==> config.mk <==
export PLATFORM = sky130hd
export DESIGN_NAME = sysreg_enable_vprio_access
export DESIGN_NICKNAME = d
export VERILOG_FILES = /design/src/sysreg_enable_vprio_access.v /design/src/active_prio_bank.v
export VERILOG_INCLUDE_DIRS = /design/src /design/src/shared
export SDC_FILE = /design/constraint.sdc
export NUM_CORES = 1
export LEC_CHECK = 0
export BUFFER_PORTS_ARGS = -buffer_cell sky130_fd_sc_hd__clkbuf_2
export CAP_MARGIN = 20
export CORE_UTILIZATION = 35
export DETAILED_ROUTE_END_ITERATION = 6
export PLACE_DENSITY = 0.6
export SYNTH_ARGS = -nofsm -noshare
export SYNTH_HDL_FRONTEND = slang
export SYNTH_SLANG_ARGS = --single-unit
export TNS_END_PERCENT = 50
==> constraint.sdc <==
create_clock -name sys_clk_i -period 9.5 [get_ports sys_clk_i]
set_input_delay 1.9 -clock sys_clk_i [delete_from_list [all_inputs] [get_ports sys_clk_i]]
set_output_delay 1.9 -clock sys_clk_i [all_outputs]
set_load 0.02 [all_outputs]
==> src/shared/sysreg_access_defs.vh <==
// Purpose: Constants for the interface-enable and virtual active-priority register block
// Assumes: Included by the design files of this block only
// Notes: Encodings are the system-register instruction fields op0/op1/CRn/CRm/op2
`ifndef SYSREG_ACCESS_DEFS_VH
`define SYSREG_ACCESS_DEFS_VH

// Outcome codes
`define OUT_OK 2'h0
`define OUT_UNDEF 2'h1
`define OUT_TRAP 2'h2

// Trap class for all system register traps
`define TRAP_CLASS 6'h18

// Privilege levels
`define LVL0 2'h0
`define LVL1 2'h1
`define LVL2 2'h2
`define LVL3 2'h3

// Common encoding fields
`define ENC_OP0 2'h3
`define ENC_CRN 4'hc

// Level-2 enable register encoding
`define L2EN_OP1 3'h4
`define L2EN_CRM 4'h9
`define L2EN_OP2 3'h5

// Level-1 enable register encoding
`define L1EN_OP1 3'h0
`define L1EN_CRM 4'hc
`define L1EN_OP2 3'h5

// Level-3 enable register encoding
`define L3EN_OP1 3'h6
`define L3EN_CRM 4'hc
`define L3EN_OP2 3'h5

// Active-priority encodings (op1 0, op2 = g0 ? 1:n : 0:n)
`define AP_OP1 3'h0
`define AP0_CRM 4'h8
`define AP1_CRM 4'h9

// Level-3 enable register fields
`define L3_TRAPEN_BIT 3
`define L3_NIBD_BIT 2
`define L3_FIBD_BIT 1
`define L3_SEL_BIT 0
`define L3_RESET 4'h0

// Level-2 enable register fields
`define L2_TRAPEN_BIT 3
`define L2_SEL_BIT 0

// Active-priority data width
`define AP_WIDTH 32

`endif

==> src/sysreg_enable_vprio_access.v <==
// Purpose: Access checks for interface-enable registers and virtual active priorities
// Assumes: Core presents one access per strobe; result is one cycle later
// Notes: Physical and level-1/level-2 register contents live outside this block
`timescale 1ns/1ps
`default_nettype none
`include "sysreg_access_defs.vh"

module sysreg_enable_vprio_access #(
    parameter integer HAVE_L3 = 1,
    parameter integer HAVE_L2 = 1,
    parameter integer NIRQ_BYPASS = 1,
    parameter integer FIRQ_BYPASS = 1,
    parameter integer SEL_FIXED_ONE = 0,
    parameter integer PRIO_BITS = 7
) (
    // Clock and reset
    input wire sys_clk_i,
    input wire sys_rst_i,
    // Access request from the core
    input wire acc_valid_i,
    input wire acc_write_i,
    input wire [1:0] acc_level_i,
    input wire acc_nonsecure_i,
    input wire [1:0] enc_op0_i,
    input wire [2:0] enc_op1_i,
    input wire [3:0] enc_crn_i,
    input wire [3:0] enc_crm_i,
    input wire [2:0] enc_op2_i,
    input wire [63:0] acc_wdata_i,
    // Configuration from the core
    input wire level2_enabled_i,
    input wire nested_virtualization_bit_i,
    input wire hyp_fast_irq_routing_i,
    input wire hyp_trap_all_group0_i,
    input wire monitor_fast_irq_routing_i,
    input wire level1_select_i,
    input wire level2_select_i,
    input wire level2_trap_enable_i,
    // Access result
    output reg acc_done_o,
    output reg [1:0] acc_outcome_o,
    output reg [1:0] acc_trap_level_o,
    output reg [5:0] acc_trap_class_o,
    output reg [63:0] acc_rdata_o,
    // Level-3 enable controls for the rest of the interface
    output reg l3_trap_enable_eff_o,
    output reg normal_irq_bypass_disable_o,
    output reg fast_irq_bypass_disable_o,
    output reg l3_interface_select_o
);
    reg [3:0] l3_r;
    wire is_l1en;
    wire is_l2en;
    wire l2_on;
    wire is_l3en;
    wire is_ap0;
    wire is_ap1;
    wire [`AP_WIDTH-1:0] ap0_rdata;
    wire [`AP_WIDTH-1:0] ap1_rdata;
    wire ap0_impl;
    wire ap1_impl;
    wire l3_present;
    wire trap_en_eff;
    wire [3:0] l3_view;
    reg [1:0] out_nxt;
    reg [1:0] lvl_nxt;
    reg [63:0] rd_nxt;
    reg ap0_wr;
    reg ap1_wr;
    reg l3_wr;

    assign l3_present = (HAVE_L3 != 0);
    // A core built without level 2 never reports it enabled, whatever the pin says
    assign l2_on = level2_enabled_i && (HAVE_L2 != 0);

    // Same decode serves physical and virtual copies; routing picks one
    assign is_l1en = enc_op0_i == `ENC_OP0 && enc_op1_i == `L1EN_OP1 &&
        enc_crn_i == `ENC_CRN && enc_crm_i == `L1EN_CRM && enc_op2_i == `L1EN_OP2;
    assign is_l2en = enc_op0_i == `ENC_OP0 && enc_op1_i == `L2EN_OP1 &&
        enc_crn_i == `ENC_CRN && enc_crm_i == `L2EN_CRM && enc_op2_i == `L2EN_OP2;
    assign is_l3en = enc_op0_i == `ENC_OP0 && enc_op1_i == `L3EN_OP1 &&
        enc_crn_i == `ENC_CRN && enc_crm_i == `L3EN_CRM && enc_op2_i == `L3EN_OP2;
    assign is_ap0 = enc_op0_i == `ENC_OP0 && enc_op1_i == `AP_OP1 &&
        enc_crn_i == `ENC_CRN && enc_crm_i == `AP0_CRM && enc_op2_i[2];
    assign is_ap1 = enc_op0_i == `ENC_OP0 && enc_op1_i == `AP_OP1 &&
        enc_crn_i == `ENC_CRN && enc_crm_i == `AP1_CRM && !enc_op2_i[2];

    // Select clear forces trap-enable to act as one; fixed-one option ties both
    assign trap_en_eff = l3_r[`L3_TRAPEN_BIT] || !l3_r[`L3_SEL_BIT] ||
        (SEL_FIXED_ONE != 0);

    // Read view: reserved bits 63..4 come back as zero
    assign l3_view = {l3_r[`L3_TRAPEN_BIT] | (SEL_FIXED_ONE != 0),
        l3_r[`L3_NIBD_BIT] | (NIRQ_BYPASS == 0),
        l3_r[`L3_FIBD_BIT] | (FIRQ_BYPASS == 0),
        l3_r[`L3_SEL_BIT] | (SEL_FIXED_ONE != 0)};

    active_prio_bank #(.PRIO_BITS(PRIO_BITS)) u_ap0 (
        .sys_clk_i(sys_clk_i),
        .sys_rst_i(sys_rst_i),
        .wr_i(ap0_wr),
        .idx_i(enc_op2_i[1:0]),
        .wdata_i(acc_wdata_i[`AP_WIDTH-1:0]),
        .rdata_o(ap0_rdata),
        .impl_o(ap0_impl)
    );

    active_prio_bank #(.PRIO_BITS(PRIO_BITS)) u_ap1 (
        .sys_clk_i(sys_clk_i),
        .sys_rst_i(sys_rst_i),
        .wr_i(ap1_wr),
        .idx_i(enc_op2_i[1:0]),
        .wdata_i(acc_wdata_i[`AP_WIDTH-1:0]),
        .rdata_o(ap1_rdata),
        .impl_o(ap1_impl)
    );

    // Group 1 words are reached only through the virtual route at non-secure level 1
    always @* begin
        out_nxt = `OUT_UNDEF;
        lvl_nxt = `LVL0;
        rd_nxt = 64'h0;
        ap0_wr = 1'b0;
        ap1_wr = 1'b0;
        l3_wr = 1'b0;
        if (is_l2en) begin
            case (acc_level_i)
                `LVL1: begin
                    if (l2_on && nested_virtualization_bit_i) begin
                        out_nxt = `OUT_TRAP;
                        lvl_nxt = `LVL2;
                    end
                end
                `LVL2: begin
                    if (l3_present && !trap_en_eff) begin
                        out_nxt = `OUT_TRAP;
                        lvl_nxt = `LVL3;
                    end else begin
                        out_nxt = `OUT_OK;
                    end
                end
                `LVL3: begin
                    if (l2_on) begin
                        out_nxt = `OUT_OK;
                    end
                end
                default: out_nxt = `OUT_UNDEF;
            endcase
        end else if (is_l1en) begin
            // Register contents live outside; only the routing is decided here
            case (acc_level_i)
                `LVL1: begin
                    // The level-2 gate is checked first so its trap wins over level 3
                    if (l2_on && !level2_trap_enable_i) begin
                        out_nxt = `OUT_TRAP;
                        lvl_nxt = `LVL2;
                    end else if (l3_present && !trap_en_eff) begin
                        out_nxt = `OUT_TRAP;
                        lvl_nxt = `LVL3;
                    end else begin
                        out_nxt = `OUT_OK;
                    end
                end
                `LVL2: begin
                    // Level 2 answers only to the level-3 gate
                    if (l3_present && !trap_en_eff) begin
                        out_nxt = `OUT_TRAP;
                        lvl_nxt = `LVL3;
                    end else begin
                        out_nxt = `OUT_OK;
                    end
                end
                `LVL3: out_nxt = `OUT_OK;
                default: out_nxt = `OUT_UNDEF;
            endcase
        end else if (is_l3en) begin
            // Only level 3 may touch it, and only if level 3 exists
            if (l3_present && acc_level_i == `LVL3) begin
                out_nxt = `OUT_OK;
                rd_nxt = {60'h0, l3_view};
                l3_wr = acc_write_i;
            end
        end else if (is_ap0) begin
            case (acc_level_i)
                `LVL1: begin
                    if (!level1_select_i) begin
                        out_nxt = `OUT_TRAP;
                        lvl_nxt = `LVL1;
                    end else if (l2_on && hyp_trap_all_group0_i) begin
                        out_nxt = `OUT_TRAP;
                        lvl_nxt = `LVL2;
                    end else if (l2_on && hyp_fast_irq_routing_i &&
                                 acc_nonsecure_i) begin
                        if (ap0_impl) begin
                            out_nxt = `OUT_OK;
                            rd_nxt = {32'h0, ap0_rdata};
                            ap0_wr = acc_write_i;
                        end
                    end else if (l3_present && monitor_fast_irq_routing_i) begin
                        out_nxt = `OUT_TRAP;
                        lvl_nxt = `LVL3;
                    end else begin
                        // Physical copy lives outside this block
                        out_nxt = `OUT_OK;
                    end
                end
                `LVL2: begin
                    if (!level2_select_i) begin
                        out_nxt = `OUT_TRAP;
                        lvl_nxt = `LVL2;
                    end else if (l3_present && monitor_fast_irq_routing_i) begin
                        out_nxt = `OUT_TRAP;
                        lvl_nxt = `LVL3;
                    end else begin
                        out_nxt = `OUT_OK;
                    end
                end
                `LVL3: begin
                    if (!(l3_r[`L3_SEL_BIT] || SEL_FIXED_ONE != 0)) begin
                        out_nxt = `OUT_TRAP;
                        lvl_nxt = `LVL3;
                    end else begin
                        out_nxt = `OUT_OK;
                    end
                end
                default: out_nxt = `OUT_UNDEF;
            endcase
        end else if (is_ap1) begin
            if (acc_level_i == `LVL1 && acc_nonsecure_i && l2_on &&
                level1_select_i && ap1_impl) begin
                out_nxt = `OUT_OK;
                rd_nxt = {32'h0, ap1_rdata};
                ap1_wr = acc_write_i;
            end
        end
        if (!acc_valid_i) begin
            ap0_wr = 1'b0;
            ap1_wr = 1'b0;
            l3_wr = 1'b0;
        end
    end

    // Level-3 enable register; unsupported bypass bits ignore writes
    always @(posedge sys_clk_i or posedge sys_rst_i) begin
        if (sys_rst_i) begin
            l3_r <= `L3_RESET;
        end else if (l3_wr) begin
            l3_r[`L3_TRAPEN_BIT] <= acc_wdata_i[`L3_TRAPEN_BIT];
            l3_r[`L3_NIBD_BIT] <= acc_wdata_i[`L3_NIBD_BIT] & (NIRQ_BYPASS != 0);
            l3_r[`L3_FIBD_BIT] <= acc_wdata_i[`L3_FIBD_BIT] & (FIRQ_BYPASS != 0);
            // Clearing select after setting it is left to software discipline
            l3_r[`L3_SEL_BIT] <= acc_wdata_i[`L3_SEL_BIT];
        end
    end

    // Registered result and control outputs
    always @(posedge sys_clk_i or posedge sys_rst_i) begin
        if (sys_rst_i) begin
            acc_done_o <= 1'b0;
            acc_outcome_o <= `OUT_OK;
            acc_trap_level_o <= `LVL0;
            acc_trap_class_o <= 6'h0;
            acc_rdata_o <= 64'h0;
            l3_trap_enable_eff_o <= 1'b1;
            normal_irq_bypass_disable_o <= 1'b0;
            fast_irq_bypass_disable_o <= 1'b0;
            l3_interface_select_o <= 1'b0;
        end else begin
            acc_done_o <= acc_valid_i;
            if (acc_valid_i) begin
                acc_outcome_o <= out_nxt;
                acc_trap_level_o <= lvl_nxt;
                acc_trap_class_o <= (out_nxt == `OUT_TRAP) ? `TRAP_CLASS : 6'h0;
                acc_rdata_o <= (out_nxt == `OUT_OK && !acc_write_i) ? rd_nxt : 64'h0;
            end
            l3_trap_enable_eff_o <= trap_en_eff;
            normal_irq_bypass_disable_o <= l3_view[`L3_NIBD_BIT];
            fast_irq_bypass_disable_o <= l3_view[`L3_FIBD_BIT];
            l3_interface_select_o <= l3_view[`L3_SEL_BIT];
        end
    end
endmodule // sysreg_enable_vprio_access
`default_nettype wire

==> src/active_prio_bank.v <==
// Purpose: Four 32-bit active-priority words with implemented-count gating
// Assumes: Write strobe is qualified by the access checker
// Notes: Words beyond the implemented count never store and read zero
`timescale 1ns/1ps
`default_nettype none
`include "sysreg_access_defs.vh"

module active_prio_bank #(
    parameter integer PRIO_BITS = 5
) (
    // Clock and reset
    input wire sys_clk_i,
    input wire sys_rst_i,
    // Access
    input wire wr_i,
    input wire [1:0] idx_i,
    input wire [`AP_WIDTH-1:0] wdata_i,
    // Results
    output wire [`AP_WIDTH-1:0] rdata_o,
    output wire impl_o
);
    reg [`AP_WIDTH-1:0] word_r [0:3];
    wire [3:0] impl_w;

    genvar g;
    generate
        for (g = 0; g < 4; g = g + 1) begin : g_word
            // Word 1 needs 6 priority bits, words 2 and 3 need 7
            assign impl_w[g] = (g == 0) ? 1'b1 : (g == 1) ? (PRIO_BITS >= 6) :
                (PRIO_BITS >= 7);
            // Reset to zero, a legal form of the unknown reset value: no active interrupts
            always @(posedge sys_clk_i or posedge sys_rst_i) begin
                if (sys_rst_i) begin
                    word_r[g] <= {`AP_WIDTH{1'b0}};
                end else if (wr_i && idx_i == g && impl_w[g]) begin
                    word_r[g] <= wdata_i;
                end
            end
        end
    endgenerate

    assign impl_o = impl_w[idx_i];
    assign rdata_o = impl_w[idx_i] ? word_r[idx_i] : {`AP_WIDTH{1'b0}};
endmodule // active_prio_bank
`default_nettype wire

==> out/metrics.csv <==
metric;value;unit
first-pass GRT wire length;51560;um
maxcap violations;0;
IO buf count;105;
leading cell type in the layout, fill and taps excluded;dfrtp_1;
Register-to-Register Path Depth;6;
wire per inst;20.81;um
Top Ports;174;
Synth area leaders;dfrtp_1 53%, mux2_2 14%, mux4_2 10%;
area of the core;0.03982;mm2
FF-to-FF End;acc_rdata_o[11];
FF-to-FF Start;l3_r[0];
Post-CTS Setup Bufs;0;
Hold Worst Slack;0.3976;ns
clk slew on worst S/H paths;0.06;ns
post-synthesis register bit count;302;
largest net degree at the start of global routing;61;
Fin. Hold Viols;0;
cell count after synthesis;909;
hold_buf cts;0;
Max FO, Critical Path;17;
H-tree levels;1;
clk_skew;0.01428;ns
Die W;203.2;um
VDD IR max;0.0001306;V
register area share after synthesis;53.36;%
Layout area overhead;12.77;%
worst reg-to-reg setup slack;7.17;ns
Detailed Route Iter0 Violations;317;
Clk pwr share;44.5;%
leakage;7.852;nW
Core Rows;73;
Worst-Margin Slew;0.9087;ns
initial antenna violation count;1;
crit path capture type;flip-flop;
Setup Slack @ Placement;4.671;ns
mapped cell area;0.01417;mm2
status;finished clean;
Final min period;4.295;ns
CTS Buffer Depth;3;
most used flip-flop cell after synthesis;dfrtp_1;
Initial Utilization;35.57;%
Layout Nets;1104;
area occupied by multi-input gates;0.006095;mm2
Critical path origin;acc_level_i[1];
area share of the largest cell type after synthesis;53.17;%
CP max stage delay;0.83;ns
synthesized area per cell;15.58;um2
max_slew headroom;39.42;%
FILL cells;3729;
Crit-path slowest cell;or3_2;
CTS tree;built;
GRT overflow;0;
Seq. cell area;0.007559;mm2
Max Clk Rate;0.2328;GHz
Reg power frac;50.8;%
Max Slew Vio Count;0;
Net Sw Frac;22.56;%
Setup Crit Path Kind;input pin to flip-flop;
GRT Overall Usage;16.04;%
worst min path class;flip-flop to flip-flop;
Vias;8081;
DR pass1 iterations;4;
Placer Congestion;0.7698;
clk_lat worst skew;0.56;ns
startpoint types;input pin;
Clock Sink Count;302;
Resized Gates After CTS;0;
asr flop ratio synth;100.0;%
setup violators final;0;
die area;0.04128;mm2
Antenna Nets Post-Route;0;
PnR worst setup slack;5.205;ns
DRT Wirelength;32270;um
pwr dens;158.7;mW/mm2
CTS root buf;clkbuf_16;
Die Y;203.2;um
Worst Path Arrival;4.72;ns
period utilization;45.21;%
Yosys warning total;0;
Pint;1.963;mW
vias in the first global route;8554;
most frequent cells in the layout;301 x dfrtp_1, 181 x mux2_2, 103 x clkbuf_2;
DRC;0;
ANT cells;0;
layout cell share with drive strength beyond 1;47.95;%
Synth cell types;58;
Post-synth EDFFs;0;
TNS Setup;0;ns
Comb pwr share;4.7;%
Vias per Instance;5.210;
post-detail-place hpwl;19430;um
CP Capture Point;u_ap1.word_r[29];
cell taking the most area after synthesis;dfrtp_1;
CP Data Required Time;9.93;ns
reported net switching power;572.0;uW
crit-path cells;clkbuf_2 > inv_1 > ha_1 > nand3_2 > nor4b_2 > nand3_1 > or3_2 > buf_4 > mux2_4;
Num CTS Buffers;31;
RSZ-0062 raised after global routing;false;
hold wc startpoint;l3_r[1];
[metrics by stage]
| step | instance area, um2 | power [mW] | std cells | util (%) |
|---|---|---|---|---|
| detailed placement | 15040 | 1.433 | 1497 | 37.78 |
| global route | 15980 | 2.637 | 1551 | 40.12 |
| floorplan | 14300 | 1.396 | 944 | - |
| finish | 15980 | 2.535 | 1551 | 40.12 |
| CTS | 15980 | 2.572 | 1551 | 40.12 |
| global placement | 15020 | 1.432 | 1496 | 37.71 |
[worst max-delay path: cells and delay by family]
kind                     cells  cell delay, ns
AND/OR/NAND/NOR              4            1.54
buffers and inverters        3            0.56
adder cells (fa/ha/maj)      1            0.34
multiplexers                 1            0.34
[synthesized netlist by cell type, types with 3 or more instances]
cell       instances
nand4_1            4
and3_1             6
mux2_2           181
nand2b_1           4
nand3b_1           3
buf_6              8
a31oi_1            6
nor3_1             4
a221oi_1           4
nand4b_1           3
o2bb2ai_1         32
or3_1              3
mux4_2            64
a22oi_1           28
nand2_1           12
inv_1              9
dfrtp_1          301
a21oi_1            4
o21ai_0            8
buf_4             49
clkbuf_1          15
buf_2             22
nand3_1            8
ha_1               4
nor2b_1            4
mux2_1            19
mux2_4            60
nor2_1             7
[final cells by class]
cell class | count | area share, %
tap | 525 | 4.112
multi-input combinational | 536 | 38.15
inverter | 10 | 0.2585
clock buffer | 50 | 5.678
sequential | 302 | 47.31
clock inverter | 4 | 0.1488
timing repair buffer | 124 | 4.339
[power by group through the flow]
| stage | Sequential [mW] | Combinational [mW] | Clock (mW) |
|---|---|---|---|
| after floorplan | 1.31 | 0.0828 | 0 |
| after CTS | 1.29 | 0.123 | 1.16 |
| after detailed placement | 1.31 | 0.122 | 0 |
| after global placement | 1.31 | 0.121 | 0 |
| final | 1.29 | 0.119 | 1.13 |
| after global routing | 1.29 | 0.135 | 1.22 |
[routing by layer]
layer  track usage (%)  wire length (um)  up-vias  part of all wire, %
li1                  -                 -     3565                    -
met1             23.10             15210     4300                   47
met2             25.74             15090      179                   47
met3             2.461              1451       35                  4.5
met4             3.008               503        2                  1.6
met5                 0                13        -                0.040
[flip-flops by register name, summed over array words and instances (netlist names)]
signal	cells
u_ap0.word_r	128
u_ap1.word_r	128
acc_rdata_o	32
l3_r	4
acc_outcome_o	2
acc_trap_level_o	2
acc_done_o	1
acc_trap_class_o	1
fast_irq_bypass_disable_o	1
l3_interface_select_o	1
l3_trap_enable_eff_o	1
normal_irq_bypass_disable_o	1
[worst min-delay path by stage]
stage                                 to  slack (ns)  cells past startpoint
2_1_floorplan  fast_irq_bypass_disable_o        0.36                      0
3_3_place_gp   fast_irq_bypass_disable_o        0.38                      0
3_5_place_dp   fast_irq_bypass_disable_o        0.38                      0
4_1_cts        fast_irq_bypass_disable_o        0.40                      0
5_1_grt        fast_irq_bypass_disable_o        0.42                      0
6_report       fast_irq_bypass_disable_o        0.40                      0
[cells by family (layout without fill, tap and decap cells)]
logic type	count (synthesis)	in the layout	share of synthesized area, %
DFF	302	302	53.36
buffers and inverters	106	188	4.725
and+or+nand+nor	77	77	3.816
muxes	325	325	32.50
adders and majority gates	4	4	0.3533
other	1	36	0.02647
AOI/OAI and AO/OA	94	94	5.220
Power figures use the tool's default switching activity.
